[src/gpio_ports_pkg.sv]
// shared constants and carriers for the port c/d/e block
package gpio_ports_pkg;
  // register indices; byte address is four times the index
  localparam logic [5:0] IDX_C_LATCH = 6'h02;
  localparam logic [5:0] IDX_D_LATCH = 6'h03;
  localparam logic [5:0] IDX_E_LATCH = 6'h08;
  localparam logic [5:0] IDX_C_DIR = 6'h10;
  localparam logic [5:0] IDX_D_DIR = 6'h11;
  localparam logic [5:0] IDX_E_DIR = 6'h12;
  localparam logic [5:0] IDX_C_PUE = 6'h13;
  localparam logic [5:0] IDX_D_PUE = 6'h14;
  localparam logic [5:0] IDX_SHARE = 6'h15;
  localparam logic [5:0] IDX_TIMER = 6'h16;
  // lowest address bit of the word index
  localparam int ADDR_IDX_LSB = 2;
  // byte lane that carries register data
  localparam int LANE0 = 0;
  // reset value of direction, pullup and sharing registers
  localparam logic [7:0] CTRL_RESET = 8'h00;
  // width of one timer channel edge/level select field
  localparam int ELS_W = 2;
  // port d pin positions
  localparam int D_SS_PIN = 0;
  localparam int D_SPI_LO = 1;
  localparam int D_SPI_HI = 3;
  localparam int D_TIM_LO = 4;
  localparam int TIM_CH_N = 4;
  localparam int SPI_PIN_N = 3;
  // port e pin positions
  localparam int E_TX_PIN = 0;
  localparam int E_RX_PIN = 1;
  // sharing control bits, bit 7 downward
  typedef struct packed {
    logic [4:0] unused;
    logic async_serial_enable;
    logic serial_peripheral_master_select;
    logic serial_peripheral_enable;
  } share_ctl_t;
  // edge/level select fields, one per timer channel on port d
  typedef struct packed {
    logic [1:0] timer_two_channel_one;
    logic [1:0] timer_two_channel_zero;
    logic [1:0] timer_one_channel_one;
    logic [1:0] timer_one_channel_zero;
  } timer_sel_t;
endpackage : gpio_ports_pkg
[src/gpio_pin_slice.sv]
// pin driver, pullup gate, input sampler and read mux for one port
`timescale 1ns/100ps
`default_nettype none
module gpio_pin_slice #(
  parameter int W = 8
) (
  // clock and reset
  input wire logic clock,
  input wire logic sys_rst,
  input wire logic cen,
  // register state
  input wire logic [W-1:0] latch,
  input wire logic [W-1:0] dir,
  input wire logic [W-1:0] pue,
  // peripheral ownership
  input wire logic [W-1:0] own,
  input wire logic [W-1:0] own_out,
  input wire logic [W-1:0] own_drive,
  // pin side
  input wire logic [W-1:0] pin_in,
  output logic [W-1:0] pin_out_q,
  output logic [W-1:0] pin_oe_n_q,
  output logic [W-1:0] pullup_q,
  output logic [W-1:0] level_q,
  // value seen by a data register read
  output logic [W-1:0] rd_val
);
  // effective drive and value after peripheral takeover
  logic [W-1:0] drive;
  logic [W-1:0] value;

  // peripherals override direction on pins they own
  always_comb begin
    drive = (own & own_drive) | (~own & dir);
    value = (own & own_out) | (~own & latch);
  end

  // pins are synchronous; one sample register feeds reads
  always_ff @(posedge clock or posedge sys_rst) begin
    if (sys_rst) begin
      level_q <= '0;
    end else if (cen) begin
      level_q <= pin_in;
    end
  end

  // registered drive; pullup only on a pin left undriven
  always_ff @(posedge clock or posedge sys_rst) begin
    if (sys_rst) begin
      pin_oe_n_q <= '1;
      pin_out_q <= '0;
      pullup_q <= '0;
    end else if (cen) begin
      pin_oe_n_q <= ~drive;
      pin_out_q <= value;
      pullup_q <= pue & ~drive;
    end
  end

  // direction picks latch or pin even while a peripheral owns it
  assign rd_val = (dir & latch) | (~dir & level_q);
endmodule : gpio_pin_slice
`default_nettype wire

[src/gpio_ports_c_d_e.sv]
// general-purpose ports c, d and e behind an avalon-mm slave
// Functional notes
// [RULE1] port c direction: 1 output; reset clears
// [RULE2] port c read: latch if output, pin otherwise
// [RULE3] latch writes always accepted, input unaffected
// [RULE4] pullup only when enabled and pin input
// [RULE5] port c pullup enable, seven bits
// [RULE6] port d pullup enable, eight bits
// [RULE7] port d latch eight bits, reset keeps it
// [RULE8] port d direction: 1 drives; reset clears
// [RULE9] port d read: latch if output, pin otherwise
// [RULE10] port d 7/6 follow timer two selects
// [RULE11] timer one pins follow its selects
// [RULE12] spi off frees port d pins 3..1
// [RULE13] pin 0 slave select only spi slave
// [RULE14] spi pins: direction only selects read source
// [RULE15] port b bit 0 ignored for slave select
// [RULE16] port e latch six bits, reset keeps it
// [RULE17] serial off frees port e pins 1/0
// [RULE18] serial pins: direction only selects read source
// [RULE19] software writes latch before setting direction
// [RULE20] one bus access, pins sampled on clock
`timescale 1ns/100ps
`default_nettype none
module gpio_ports_c_d_e
  import gpio_ports_pkg::*;
#(
  parameter int PORT_C_W = 7,
  parameter int PORT_D_W = 8,
  parameter int PORT_E_W = 6
) (
  // clock, reset, clock enable
  input wire logic clock,
  input wire logic sys_rst,
  input wire logic cen,
  // avalon-mm slave, byte address
  input wire logic [7:0] address,
  input wire logic read,
  input wire logic write,
  input wire logic [31:0] writedata,
  input wire logic [3:0] byteenable,
  output logic [31:0] readdata,
  output logic waitrequest,
  // port c pins
  input wire logic [PORT_C_W-1:0] pin_in_c,
  output logic [PORT_C_W-1:0] pin_out_c,
  output logic [PORT_C_W-1:0] pin_oe_n_c,
  output logic [PORT_C_W-1:0] pin_pullup_c,
  // port d pins
  input wire logic [PORT_D_W-1:0] pin_in_d,
  output logic [PORT_D_W-1:0] pin_out_d,
  output logic [PORT_D_W-1:0] pin_oe_n_d,
  output logic [PORT_D_W-1:0] pin_pullup_d,
  // port e pins
  input wire logic [PORT_E_W-1:0] pin_in_e,
  output logic [PORT_E_W-1:0] pin_out_e,
  output logic [PORT_E_W-1:0] pin_oe_n_e,
  // timer channels on port d pins 4..7
  input wire logic [TIM_CH_N-1:0] timer_out,
  input wire logic [TIM_CH_N-1:0] timer_drive,
  // spi clock, mosi, miso on port d pins 3..1
  input wire logic [SPI_PIN_N-1:0] spi_out,
  input wire logic [SPI_PIN_N-1:0] spi_drive,
  // serial transmit on port e pin 0
  input wire logic uart_tx,
  // sampled pin levels and sharing controls to peripherals
  output logic [PORT_D_W-1:0] level_d,
  output logic [PORT_E_W-1:0] level_e,
  output share_ctl_t share_ctl,
  output timer_sel_t timer_sel
);
  // data latches, not reset
  logic [PORT_C_W-1:0] port_c_latch_q;
  logic [PORT_D_W-1:0] port_d_latch_q;
  logic [PORT_E_W-1:0] port_e_latch_q;
  // direction and pullup enables
  logic [PORT_C_W-1:0] port_c_direction_q;
  logic [PORT_D_W-1:0] port_d_direction_q;
  logic [PORT_E_W-1:0] port_e_direction_q;
  logic [PORT_C_W-1:0] port_c_pullup_enable_q;
  logic [PORT_D_W-1:0] port_d_pullup_enable_q;
  // pin sharing controls
  share_ctl_t share_q;
  timer_sel_t timer_q;
  // bus slave state
  logic waitrequest_q;
  logic [31:0] readdata_q;
  logic [5:0] idx;
  logic take;
  logic done;
  logic wr_en;
  logic [7:0] rd_mux;
  // per-port read values and samples
  logic [PORT_C_W-1:0] rd_c;
  logic [PORT_D_W-1:0] rd_d;
  logic [PORT_E_W-1:0] rd_e;
  logic [PORT_C_W-1:0] level_c;
  // ownership of port d and e pins
  logic [PORT_D_W-1:0] own_d;
  logic [PORT_D_W-1:0] own_out_d;
  logic [PORT_D_W-1:0] own_drv_d;
  logic [PORT_E_W-1:0] own_e;
  logic [PORT_E_W-1:0] own_out_e;
  logic [PORT_E_W-1:0] own_drv_e;

  // bus decode: first edge takes, second edge completes
  assign idx = address[ADDR_IDX_LSB +: 6];
  assign take = cen && (read || write) && waitrequest_q;
  assign done = cen && (read || write) && !waitrequest_q;
  assign wr_en = done && write && byteenable[LANE0];

  // waitrequest drops for one cycle per access
  always_ff @(posedge clock or posedge sys_rst) begin
    if (sys_rst) begin
      waitrequest_q <= 1'b1;
    end else if (take) begin
      waitrequest_q <= 1'b0; // [RULE20]
    end else if (done) begin
      waitrequest_q <= 1'b1;
    end
  end

  // read data captured at the taking edge, held until the next read access
  always_ff @(posedge clock or posedge sys_rst) begin
    if (sys_rst) begin
      readdata_q <= 32'h0000_0000;
    end else if (take && read) begin
      readdata_q <= 32'(rd_mux); // [RULE20]
    end
  end

  // read multiplexer, unmapped words read zero
  always_comb begin
    case (idx)
      IDX_C_LATCH: rd_mux = 8'(rd_c); // [RULE2]
      IDX_D_LATCH: rd_mux = 8'(rd_d); // [RULE9] [RULE14]
      IDX_E_LATCH: rd_mux = 8'(rd_e); // [RULE18]
      IDX_C_DIR: rd_mux = 8'(port_c_direction_q);
      IDX_D_DIR: rd_mux = 8'(port_d_direction_q);
      IDX_E_DIR: rd_mux = 8'(port_e_direction_q);
      IDX_C_PUE: rd_mux = 8'(port_c_pullup_enable_q);
      IDX_D_PUE: rd_mux = 8'(port_d_pullup_enable_q);
      IDX_SHARE: rd_mux = share_q;
      IDX_TIMER: rd_mux = timer_q;
      default: rd_mux = 8'h00;
    endcase
  end

  // data latches take every write with byte lane 0 enabled, whatever the direction
  always_ff @(posedge clock) begin
    if (wr_en && idx == IDX_C_LATCH) begin
      port_c_latch_q <= writedata[PORT_C_W-1:0]; // [RULE3]
    end
    if (wr_en && idx == IDX_D_LATCH) begin
      port_d_latch_q <= writedata[PORT_D_W-1:0]; // [RULE3] [RULE7]
    end
    if (wr_en && idx == IDX_E_LATCH) begin
      port_e_latch_q <= writedata[PORT_E_W-1:0]; // [RULE16]
    end
  end

  // direction registers clear on reset: all pins inputs
  always_ff @(posedge clock or posedge sys_rst) begin
    if (sys_rst) begin
      port_c_direction_q <= PORT_C_W'(CTRL_RESET); // [RULE1]
      port_d_direction_q <= PORT_D_W'(CTRL_RESET); // [RULE8]
      port_e_direction_q <= PORT_E_W'(CTRL_RESET);
    end else if (wr_en) begin
      if (idx == IDX_C_DIR) begin
        port_c_direction_q <= writedata[PORT_C_W-1:0]; // [RULE1]
      end
      if (idx == IDX_D_DIR) begin
        port_d_direction_q <= writedata[PORT_D_W-1:0]; // [RULE8]
      end
      if (idx == IDX_E_DIR) begin
        port_e_direction_q <= writedata[PORT_E_W-1:0];
      end
    end
  end

  // pullup enables, one bit per pin
  always_ff @(posedge clock or posedge sys_rst) begin
    if (sys_rst) begin
      port_c_pullup_enable_q <= PORT_C_W'(CTRL_RESET);
      port_d_pullup_enable_q <= PORT_D_W'(CTRL_RESET);
    end else if (wr_en) begin
      if (idx == IDX_C_PUE) begin
        port_c_pullup_enable_q <= writedata[PORT_C_W-1:0]; // [RULE5]
      end
      if (idx == IDX_D_PUE) begin
        port_d_pullup_enable_q <= writedata[PORT_D_W-1:0]; // [RULE6]
      end
    end
  end

  // sharing controls for spi, serial and timer channels
  always_ff @(posedge clock or posedge sys_rst) begin
    if (sys_rst) begin
      share_q <= CTRL_RESET;
      timer_q <= CTRL_RESET;
    end else if (wr_en) begin
      if (idx == IDX_SHARE) begin
        share_q <= writedata[7:0];
      end
      if (idx == IDX_TIMER) begin
        timer_q <= writedata[7:0];
      end
    end
  end

  // port d ownership: timers on 4..7, spi on 3..1, select on 0
  always_comb begin
    own_d = '0;
    own_out_d = '0;
    own_drv_d = '0;
    for (int i = 0; i < TIM_CH_N; i++) begin
      own_d[D_TIM_LO + i] = |timer_q[ELS_W*i +: ELS_W]; // [RULE10] [RULE11]
      own_out_d[D_TIM_LO + i] = timer_out[i];
      own_drv_d[D_TIM_LO + i] = timer_drive[i];
    end
    for (int i = 0; i < SPI_PIN_N; i++) begin
      own_d[D_SPI_LO + i] = share_q.serial_peripheral_enable; // [RULE12]
      own_out_d[D_SPI_LO + i] = spi_out[i];
      own_drv_d[D_SPI_LO + i] = spi_drive[i]; // [RULE14]
    end
    // slave select is an input; port b bit 0 never reaches it
    own_d[D_SS_PIN] = share_q.serial_peripheral_enable
      && !share_q.serial_peripheral_master_select; // [RULE13] [RULE15]
  end

  // port e ownership: transmit out on 0, receive in on 1
  always_comb begin
    own_e = '0;
    own_out_e = '0;
    own_drv_e = '0;
    own_e[E_TX_PIN] = share_q.async_serial_enable; // [RULE17]
    own_e[E_RX_PIN] = share_q.async_serial_enable; // [RULE17]
    own_out_e[E_TX_PIN] = uart_tx;
    own_drv_e[E_TX_PIN] = 1'b1; // [RULE18]
  end

  // port c: plain bidirectional pins with pullups
  gpio_pin_slice #(.W(PORT_C_W)) slice_c (
    .clock(clock),
    .sys_rst(sys_rst),
    .cen(cen),
    .latch(port_c_latch_q),
    .dir(port_c_direction_q),
    .pue(port_c_pullup_enable_q), // [RULE4]
    .own('0),
    .own_out('0),
    .own_drive('0),
    .pin_in(pin_in_c),
    .pin_out_q(pin_out_c),
    .pin_oe_n_q(pin_oe_n_c),
    .pullup_q(pin_pullup_c),
    .level_q(level_c),
    .rd_val(rd_c)
  );

  // port d: shared with timers and spi
  gpio_pin_slice #(.W(PORT_D_W)) slice_d (
    .clock(clock),
    .sys_rst(sys_rst),
    .cen(cen),
    .latch(port_d_latch_q),
    .dir(port_d_direction_q),
    .pue(port_d_pullup_enable_q), // [RULE4]
    .own(own_d),
    .own_out(own_out_d),
    .own_drive(own_drv_d),
    .pin_in(pin_in_d),
    .pin_out_q(pin_out_d),
    .pin_oe_n_q(pin_oe_n_d),
    .pullup_q(pin_pullup_d),
    .level_q(level_d),
    .rd_val(rd_d)
  );

  // port e: shared with the serial interface, no pullups
  gpio_pin_slice #(.W(PORT_E_W)) slice_e (
    .clock(clock),
    .sys_rst(sys_rst),
    .cen(cen),
    .latch(port_e_latch_q),
    .dir(port_e_direction_q),
    .pue('0),
    .own(own_e),
    .own_out(own_out_e),
    .own_drive(own_drv_e),
    .pin_in(pin_in_e),
    .pin_out_q(pin_out_e),
    .pin_oe_n_q(pin_oe_n_e),
    .pullup_q(),
    .level_q(level_e),
    .rd_val(rd_e)
  );

  // outputs straight from registers
  assign readdata = readdata_q;
  assign waitrequest = waitrequest_q;
  assign share_ctl = share_q;
  assign timer_sel = timer_q;
endmodule : gpio_ports_c_d_e
`default_nettype wire

[config.mk]
export PLATFORM = sky130hd
export DESIGN_NAME = gpio_ports_c_d_e
export DESIGN_NICKNAME = d
export VERILOG_FILES = /design/src/gpio_ports_pkg.sv /design/src/gpio_pin_slice.sv /design/src/gpio_ports_c_d_e.sv
export SDC_FILE = /design/constraint.sdc
export NUM_CORES = 1
export LEC_CHECK = 0
export BUFFER_PORTS_ARGS = -buffer_cell sky130_fd_sc_hd__buf_4
export CORE_MARGIN = 2
export CORE_UTILIZATION = 53
export CTS_BUF_LIST = sky130_fd_sc_hd__clkbuf_16
export DETAILED_ROUTE_END_ITERATION = 12
export MAX_ROUTING_LAYER = met4
export PLACE_DENSITY = 0.87
export SYNTH_ARGS = -nofsm -noshare
export SYNTH_HDL_FRONTEND = slang
export SYNTH_HIERARCHICAL = 1
export SYNTH_SLANG_ARGS = --single-unit
[constraint.sdc]
create_clock -name clock -period 2.2 [get_ports clock]
set_input_delay 0.44 -clock clock [delete_from_list [all_inputs] [get_ports clock]]
set_output_delay 0.44 -clock clock [all_outputs]
set_load 0.01 [all_outputs]
# Word-level counts from Yosys, hierarchy flattened
# Cells that the tools add are included.
# totals
regBits,160
input_bits,85
out_inout_bits,120
elab_cells,96
# op_classes
eq_ne,10
n_mux,3
bitwise,29
reduce_logical,25
# op_table
cell,n
$pmux W8 S10,1
$and A8 B8 Y8,7
$eq A6 B5 Y1 const B,7
$and A6 B6 Y6,4
$not A8 Y8,3
$or A8 B8 Y8,3
$and A7 B7 Y7,3
$reduce_and A2 Y1,7
$eq A6 B2 Y1 const B,2
$not A6 Y6,2
$or A6 B6 Y6,2
$logic_and A1 B1 Y1,10
$reduce_or A2 Y1,4
$not A7 Y7,1
$or A7 B7 Y7,1
$eq A6 B4 Y1 const B,1
$not A2 Y6,1
$or A1 B6 Y6,1
$and A2 B1 Y2,1
$logic_not A1 Y1,2
$mux W1,2
$reduce_bool A2 Y1,1
$logic_or A1 B1 Y1,1

# Logic depth before layout (Yosys ltp)
# Gate-level depths: netlist of run 1.
# depth
word_depth,7
depth_mapped,7
depth_no_buf,6

# Cells and area by module
# The synthesis of run 1 kept the hierarchy.
# by_module_without_submodules
module,n_inst,cells_per_inst,area_per_inst_um2,seq_area_each_um2
gpio_ports_c_d_e,1,300,3943.8,2158.3
gpio_pin_slice at slice_d,1,126,1488.9,810.8
gpio_pin_slice at slice_c,1,111,1341.3,709.4
gpio_pin_slice at slice_e,1,95,1162.4,608.1

# Worst setup path before layout of run 1
# Ideal clock, no wire load.
# synth_path
kind,input to register
startpoint,input address[7]
endpoint,"register port_d_latch_q[0], enable pin"
setup_ps,370
arrival_ps,1522
t_required_ps,1830
setup_slack_ps,308
stages,3
path_buffers,1
path_cell_list,or4_1 clkbuf_1 nor2_1
# synth_between
elab_chain_len,2
# synth_rtl
item,line,source
start: declaration,gpio_ports_c_d_e.sv:37,"input wire logic [7:0] address,"
$eq A6 B2 Y1,gpio_ports_c_d_e.sv:154,if (wr_en && idx == IDX_D_LATCH) begin
$logic_and A1 B1 Y1,gpio_ports_c_d_e.sv:154,
end signal: assignment,gpio_ports_c_d_e.sv:155,port_d_latch_q <= writedata[PORT_D_W-1:0];
end: declaration,gpio_ports_c_d_e.sv:74,logic [PORT_D_W-1:0] port_d_latch_q;
# No other way between the ends.
# A chain may end at the register's enable or synchronous reset.

# Final worst setup path of run 1
# layout_path
startpoint,register waitrequest_q (netlist: waitrequest)
endpoint,register port_c_direction_q[3]
# layout_between
elab_chain_len,5
# layout_rtl
item,line,source
start: declaration,gpio_ports_c_d_e.sv:86,logic waitrequest_q;
start signal: assignment,gpio_ports_c_d_e.sv:115,waitrequest_q <= 1'b1;
start signal: assignment,gpio_ports_c_d_e.sv:117,waitrequest_q <= 1'b0;
start signal: assignment,gpio_ports_c_d_e.sv:119,waitrequest_q <= 1'b1;
$logic_not A1 Y1,gpio_ports_c_d_e.sv:109,assign done = cen && (read || write) && !waitrequest_q;
$logic_and A1 B1 Y1,gpio_ports_c_d_e.sv:109,
$logic_and A1 B1 Y1 (2 in a row),gpio_ports_c_d_e.sv:110,assign wr_en = done && write && byteenable[LANE0];
$reduce_and A2 Y1 (no line),--,
end signal: assignment,gpio_ports_c_d_e.sv:165,port_c_direction_q <= PORT_C_W'(CTRL_RESET);
end signal: assignment,gpio_ports_c_d_e.sv:170,port_c_direction_q <= writedata[PORT_C_W-1:0];
end: declaration,gpio_ports_c_d_e.sv:77,logic [PORT_C_W-1:0] port_c_direction_q;
# No other way between the ends.

==> results.ini, run 1 <==
[status]
status=completed

[sta]
skew_ps=10.9
period_needed_ps=1840
rsz0062_at_grt=false
relSlewSlack_pct=57.4
setup_viol=0
fin_crit_sh_pct=83.5
worst_slew_pin_slew_ps=638
tns_ps=0
drv_slew=0
hold_viol=0
fmax_mhz=544

[clocking]
cts_resized=0
clock-sinks=160
hold_buffers=0
clk_latency_ps=430
cts_made_buffers=17
cts_tree=built
h-tree-depth=4
path_clk_slew_ps=70
ctsLongestPathBuffers=2
cts_root_buf=clkbuf_16
cts_setup_buffers=0

[synthesis]
synth_cells=608
ys_warn_count=6
syn_avg_cell_area_um2=12.7
syn_area_um2=7700

[pwr]
comb_power_share_pct=13.4
sw_frac_of_total_pct=26.2
power_density_nw_per_um2=752
leakagePower_nw=4.77
p_int_mw=5.40
peakVddDrop_mv=0.525
p_clk_share_pct=40.9
p_sw_mw=1.91
pwr-share-seq_pct=45.7

[place]
place_congestion=0.969
portBuffers=151
dpl.hpwl_um=13400
place_inst=982

[grt]
grt_overflow=0
antenna_found_initial=0
grt_use_total_pct=25.2
grt_pass1_vias=5556
grt_max_degree=116
grt_pass1_wl_um=29500

[worst_setup_path]
required_ps=2510
worstPathCellList=and4b_1, buf_4, nand3_1, mux2_2
critPathKind=register to register
critPathMaxFanout=7
endpoint_kind=register
crit_path_start_kind=register
slowest_delay_ps=570
arrival_ps=2140
slowest_stage=dfstp_2

[floorplanning]
core.rowCount=44
die-area_um2=15500
io_pins=205
die_w_um=125
core_um2=14400
start_util_pct=53.6
die_h_um=125

[detailed_routing]
drt_iter0_markers=387
drt_pass1_iterations=5
drtAntennaViolNets=0
wl_per_cell_um=18.5
vias=5496
drc_errors=0
routed_wl_um=18800
viasPerCell=5.42

[flow_run]
drv_cap=0

[cells_and_area]
layout-drive-gt1-share_pct=42.3
syn2layout_area_growth_pct=26.3
n_antenna_cell=0
instances_no_fill=1014
finalNetCount=902

[min_path]
hp-class=input port to async pin

[worst max-delay path, delay by kind of cell, from the launching register on]
family,cells,cell delay [ps]
buf+inv,1,180
flops,1,570
mux,1,390
simple gates,2,590
[power groups by stage]
| stage | Sequential (mW) | Combinational (mW) | Clock (mW) |
|---|---|---|---|
| global placement | 3.38 | 0.956 | 0 |
| finish | 3.34 | 0.980 | 2.99 |
| CTS | 3.34 | 0.982 | 3.03 |
| global route | 3.36 | 1.05 | 3.14 |
| floorplan | 3.42 | 0.530 | 0 |
| detailed placement | 3.39 | 0.976 | 0 |
[area by class of cell]
class / count / area (µm²)
clock buffers: 17 / 425
clock inverters: 15 / 171
fillers: 1047 / 4650
inverters: 43 / 161
multi-input cells: 424 / 3280
flip-flops and latches: 160 / 4140
well taps: 184 / 230
repair buffers: 171 / 1310
[routing by layer]
metal / GRT usage (%) / wire (µm) / up-vias
li1: - / - / 2490
met1: 31.6 / 7600 / 2736
met2: 40.5 / 9460 / 242
met3: 5.41 / 1320 / 28
met4: 9.25 / 415 / 0
met5: - / 0 / -
[final timing paths]
check                                 startpoint               endpoint  slack (ps)  cells after the start
min in group clock                  writedata[7]      port_d_latch_q[7]         230                      1
min                                      sys_rst           timer_sel[4]         100                      3
max reg2reg                          waitrequest  port_c_direction_q[3]         360                      4
min reg2reg                slice_d/pin_oe_n_q[1]  slice_d/pin_oe_n_q[1]         470                      2
max in group asynchronous                sys_rst     slice_e/level_q[5]        1650                      2
max                                  waitrequest  port_c_direction_q[3]         360                      4
[through the flow]
stage | util (%) | hold slack (ps) | total power, mW | cell area, µm² | setup WS (ps)
finish | 67.6 | 98.7 | 7.31 | 9720 | 362
global route | 67.6 | 133 | 7.55 | 9720 | 254
CTS | 67.6 | 116 | 7.36 | 9720 | 370
detailed placement | 63.5 | 462 | 4.37 | 9120 | 122
global placement | 63.5 | 452 | 4.34 | 9120 | 140
floorplan | - | 374 | 3.95 | 7960 | 249
[registers in the layout, indices dropped and copies added (netlist names), 8 cells and up]
signal / count
timer_sel: 8
slice_d/pullup_q: 8
port_d_pullup_enable_q: 8
slice_d/level_q: 8
share_ctl: 8
slice_d/pin_oe_n_q: 8
port_d_latch_q: 8
readdata: 8
port_d_direction_q: 8
slice_d/pin_out_q: 8
[placed cells by master, fill, tap and decap left out, types with 16 or more instances in the layout]
cell / instances
buf_4: 169
a21oi_1: 21
mux2_2: 101
edfxtp_1: 21
mux2i_1: 59
o22ai_1: 16
dfrtp_1: 117
conb_1: 73
nor2_1: 26
inv_1: 42
dfstp_2: 22
clkbuf_16: 17
nand2_1: 29
Power figures use the tool's default switching activity.
==> run 2, diff against run 1 <==
Settings changed: ABC_AREA from default to 1, CORE_UTILIZATION 53 to 48, PLACE_DENSITY 0.87 to 0.83.
Clock period 2.2 ns to 1.6 ns, I/O delays scaled along.
==> run 2 against run 1 <==
  * Sequential share of layout area is 1.5 points lower
  * First-iteration DRC count grew 24%
  * Register-to-register slack got worse by 290 ps
  * Wire length is 15% higher
  * Clock skew is 3.4 ps lower
  * Die area rose by 9.6%
  * Highest routed layer unchanged
==> results.ini, run 2 <==
[cells_and_area]
final_common_cell=nand2_1
postLayoutCoreUtil_pct=64.1
n_antenna_cell=0
finalNetCount=1277
layout_common_cells=nand2_1 (396), buf_4 (184), dfrtp_1 (117)
layout-drive-gt1-share_pct=22.1
instances_no_fill=1421
fin_area_um2=10100
syn2layout_area_growth_pct=31.5

[pwr]
p_total_mw=10.0
power_density_nw_per_um2=996
peakVddDrop_mv=0.707
leakagePower_nw=5.14

[detailed_routing]
drt_iter0_markers=479
viasPerCell=4.94
routed_wl_um=21500
drt_pass1_iterations=7
drtAntennaViolNets=0
wl_per_cell_um=15.2
vias=7026
drc_errors=0

[floorplanning]
die-area_um2=17000
core_um2=15700
die_w_um=130
io_pins=205
die_h_um=130
start_util_pct=48.7
core.rowCount=46

[clocking]
cts_setup_buffers=0
clock-sinks=160
h-tree-depth=4
cts_made_buffers=17
clk_latency_ps=430
cts_root_buf=clkbuf_16
ctsLongestPathBuffers=2
cts_tree=built
path_clk_slew_ps=60

[sta]
fin_hold_ws_ps=75.4
relSlewSlack_pct=57.6
fmax_mhz=648
rsz0062_at_grt=false
skew_ps=7.52
hold_viol=0
worst_slew_pin_slew_ps=635
setup_viol=0
fin_crit_sh_pct=96.5
drv_slew=0
period_needed_ps=1540
tns_ps=0
layout_setup_ws_ps=56.7

[worst_setup_path]
r2r_slack_ps=70
rr_startpoint=waitrequest
endpoint_kind=output port
cp.buffers_inverters=1
crit_path_start_kind=register
critPathKind=register to output port
arrival_ps=1220
critPathMaxFanout=10
r2r-end=port_c_latch_q[0]
slowest_delay_ps=590
required_ps=1280
worstPathCellList=buf_4
slowest_stage=dfrtp_1
worst-r2r-cell-count=4
critical_path.top_delay_family=flip-flops

[synthesis]
syn_area_um2=7660
syn_avg_cell_area_um2=8.02
synth_cells=955
ys_warn_count=6

[min_path]
whs_endpoint=port_d_latch_q[7]
min-delay-start=writedata[7]
min_path_cells=1
hp-class=input port to register

[place]
place_congestion=0.936
dpl_cell_area_um2=9450
place_ws_ps=-160
portBuffers=151
place_inst=1388
dpl.hpwl_um=16200

[grt]
grt_pass1_wl_um=34000
antenna_found_initial=0
grt_max_degree=63
grt_pass1_vias=6721
grt_use_total_pct=27.0
grt_overflow=0

[status]
status=completed

[flow_run]
drv_cap=0

run 2: cell type report:
type / instances / area (µm²)
flip-flops and latches: 160 / 4140
fillers: 1343 / 5640
repair buffers: 195 / 1590
clock buffers: 17 / 425
inverters: 82 / 312
clock inverters: 15 / 185
multi-input cells: 736 / 3150
well taps: 216 / 270
run 2: power breakdown:
| group | total [mW] | internal (mW) | switching, mW |
|---|---|---|---|
| Clock | 4.20 | 2.47 | 1.72 |
| Sequential | 4.55 | 4.38 | 0.171 |
| Combinational | 1.29 | 0.525 | 0.760 |
run 2: timing repair:
action / in CTS / in global routing
hold buffers: 1 / 0
hold endpoints to repair: 33 / 0
resized for setup: 0 / 1
setup endpoints to repair: 0 / 7
run 2: worst max path at each step:
stage,from,to,depth (start not counted)
after floorplan,address[2],port_e_latch_q[0],5
after global placement,read,port_c_latch_q[2],8
after detailed placement,read,port_c_direction_q[0],8
after CTS,share_ctl[0],share_ctl[0],1
after global routing,share_ctl[0],share_ctl[0],1
final,share_ctl[0],share_ctl[0],1
run 2: metal layers:
| layer | vias up | GRT usage (%) | part of all wire (%) |
|---|---|---|---|
| li1 | 3429 | - | - |
| met5 | - | - | 0 |
| met4 | 0 | 9.42 | 2.3 |
| met2 | 230 | 44.2 | 50 |
| met1 | 3333 | 34.7 | 42 |
| met3 | 34 | 3.81 | 5.1 |
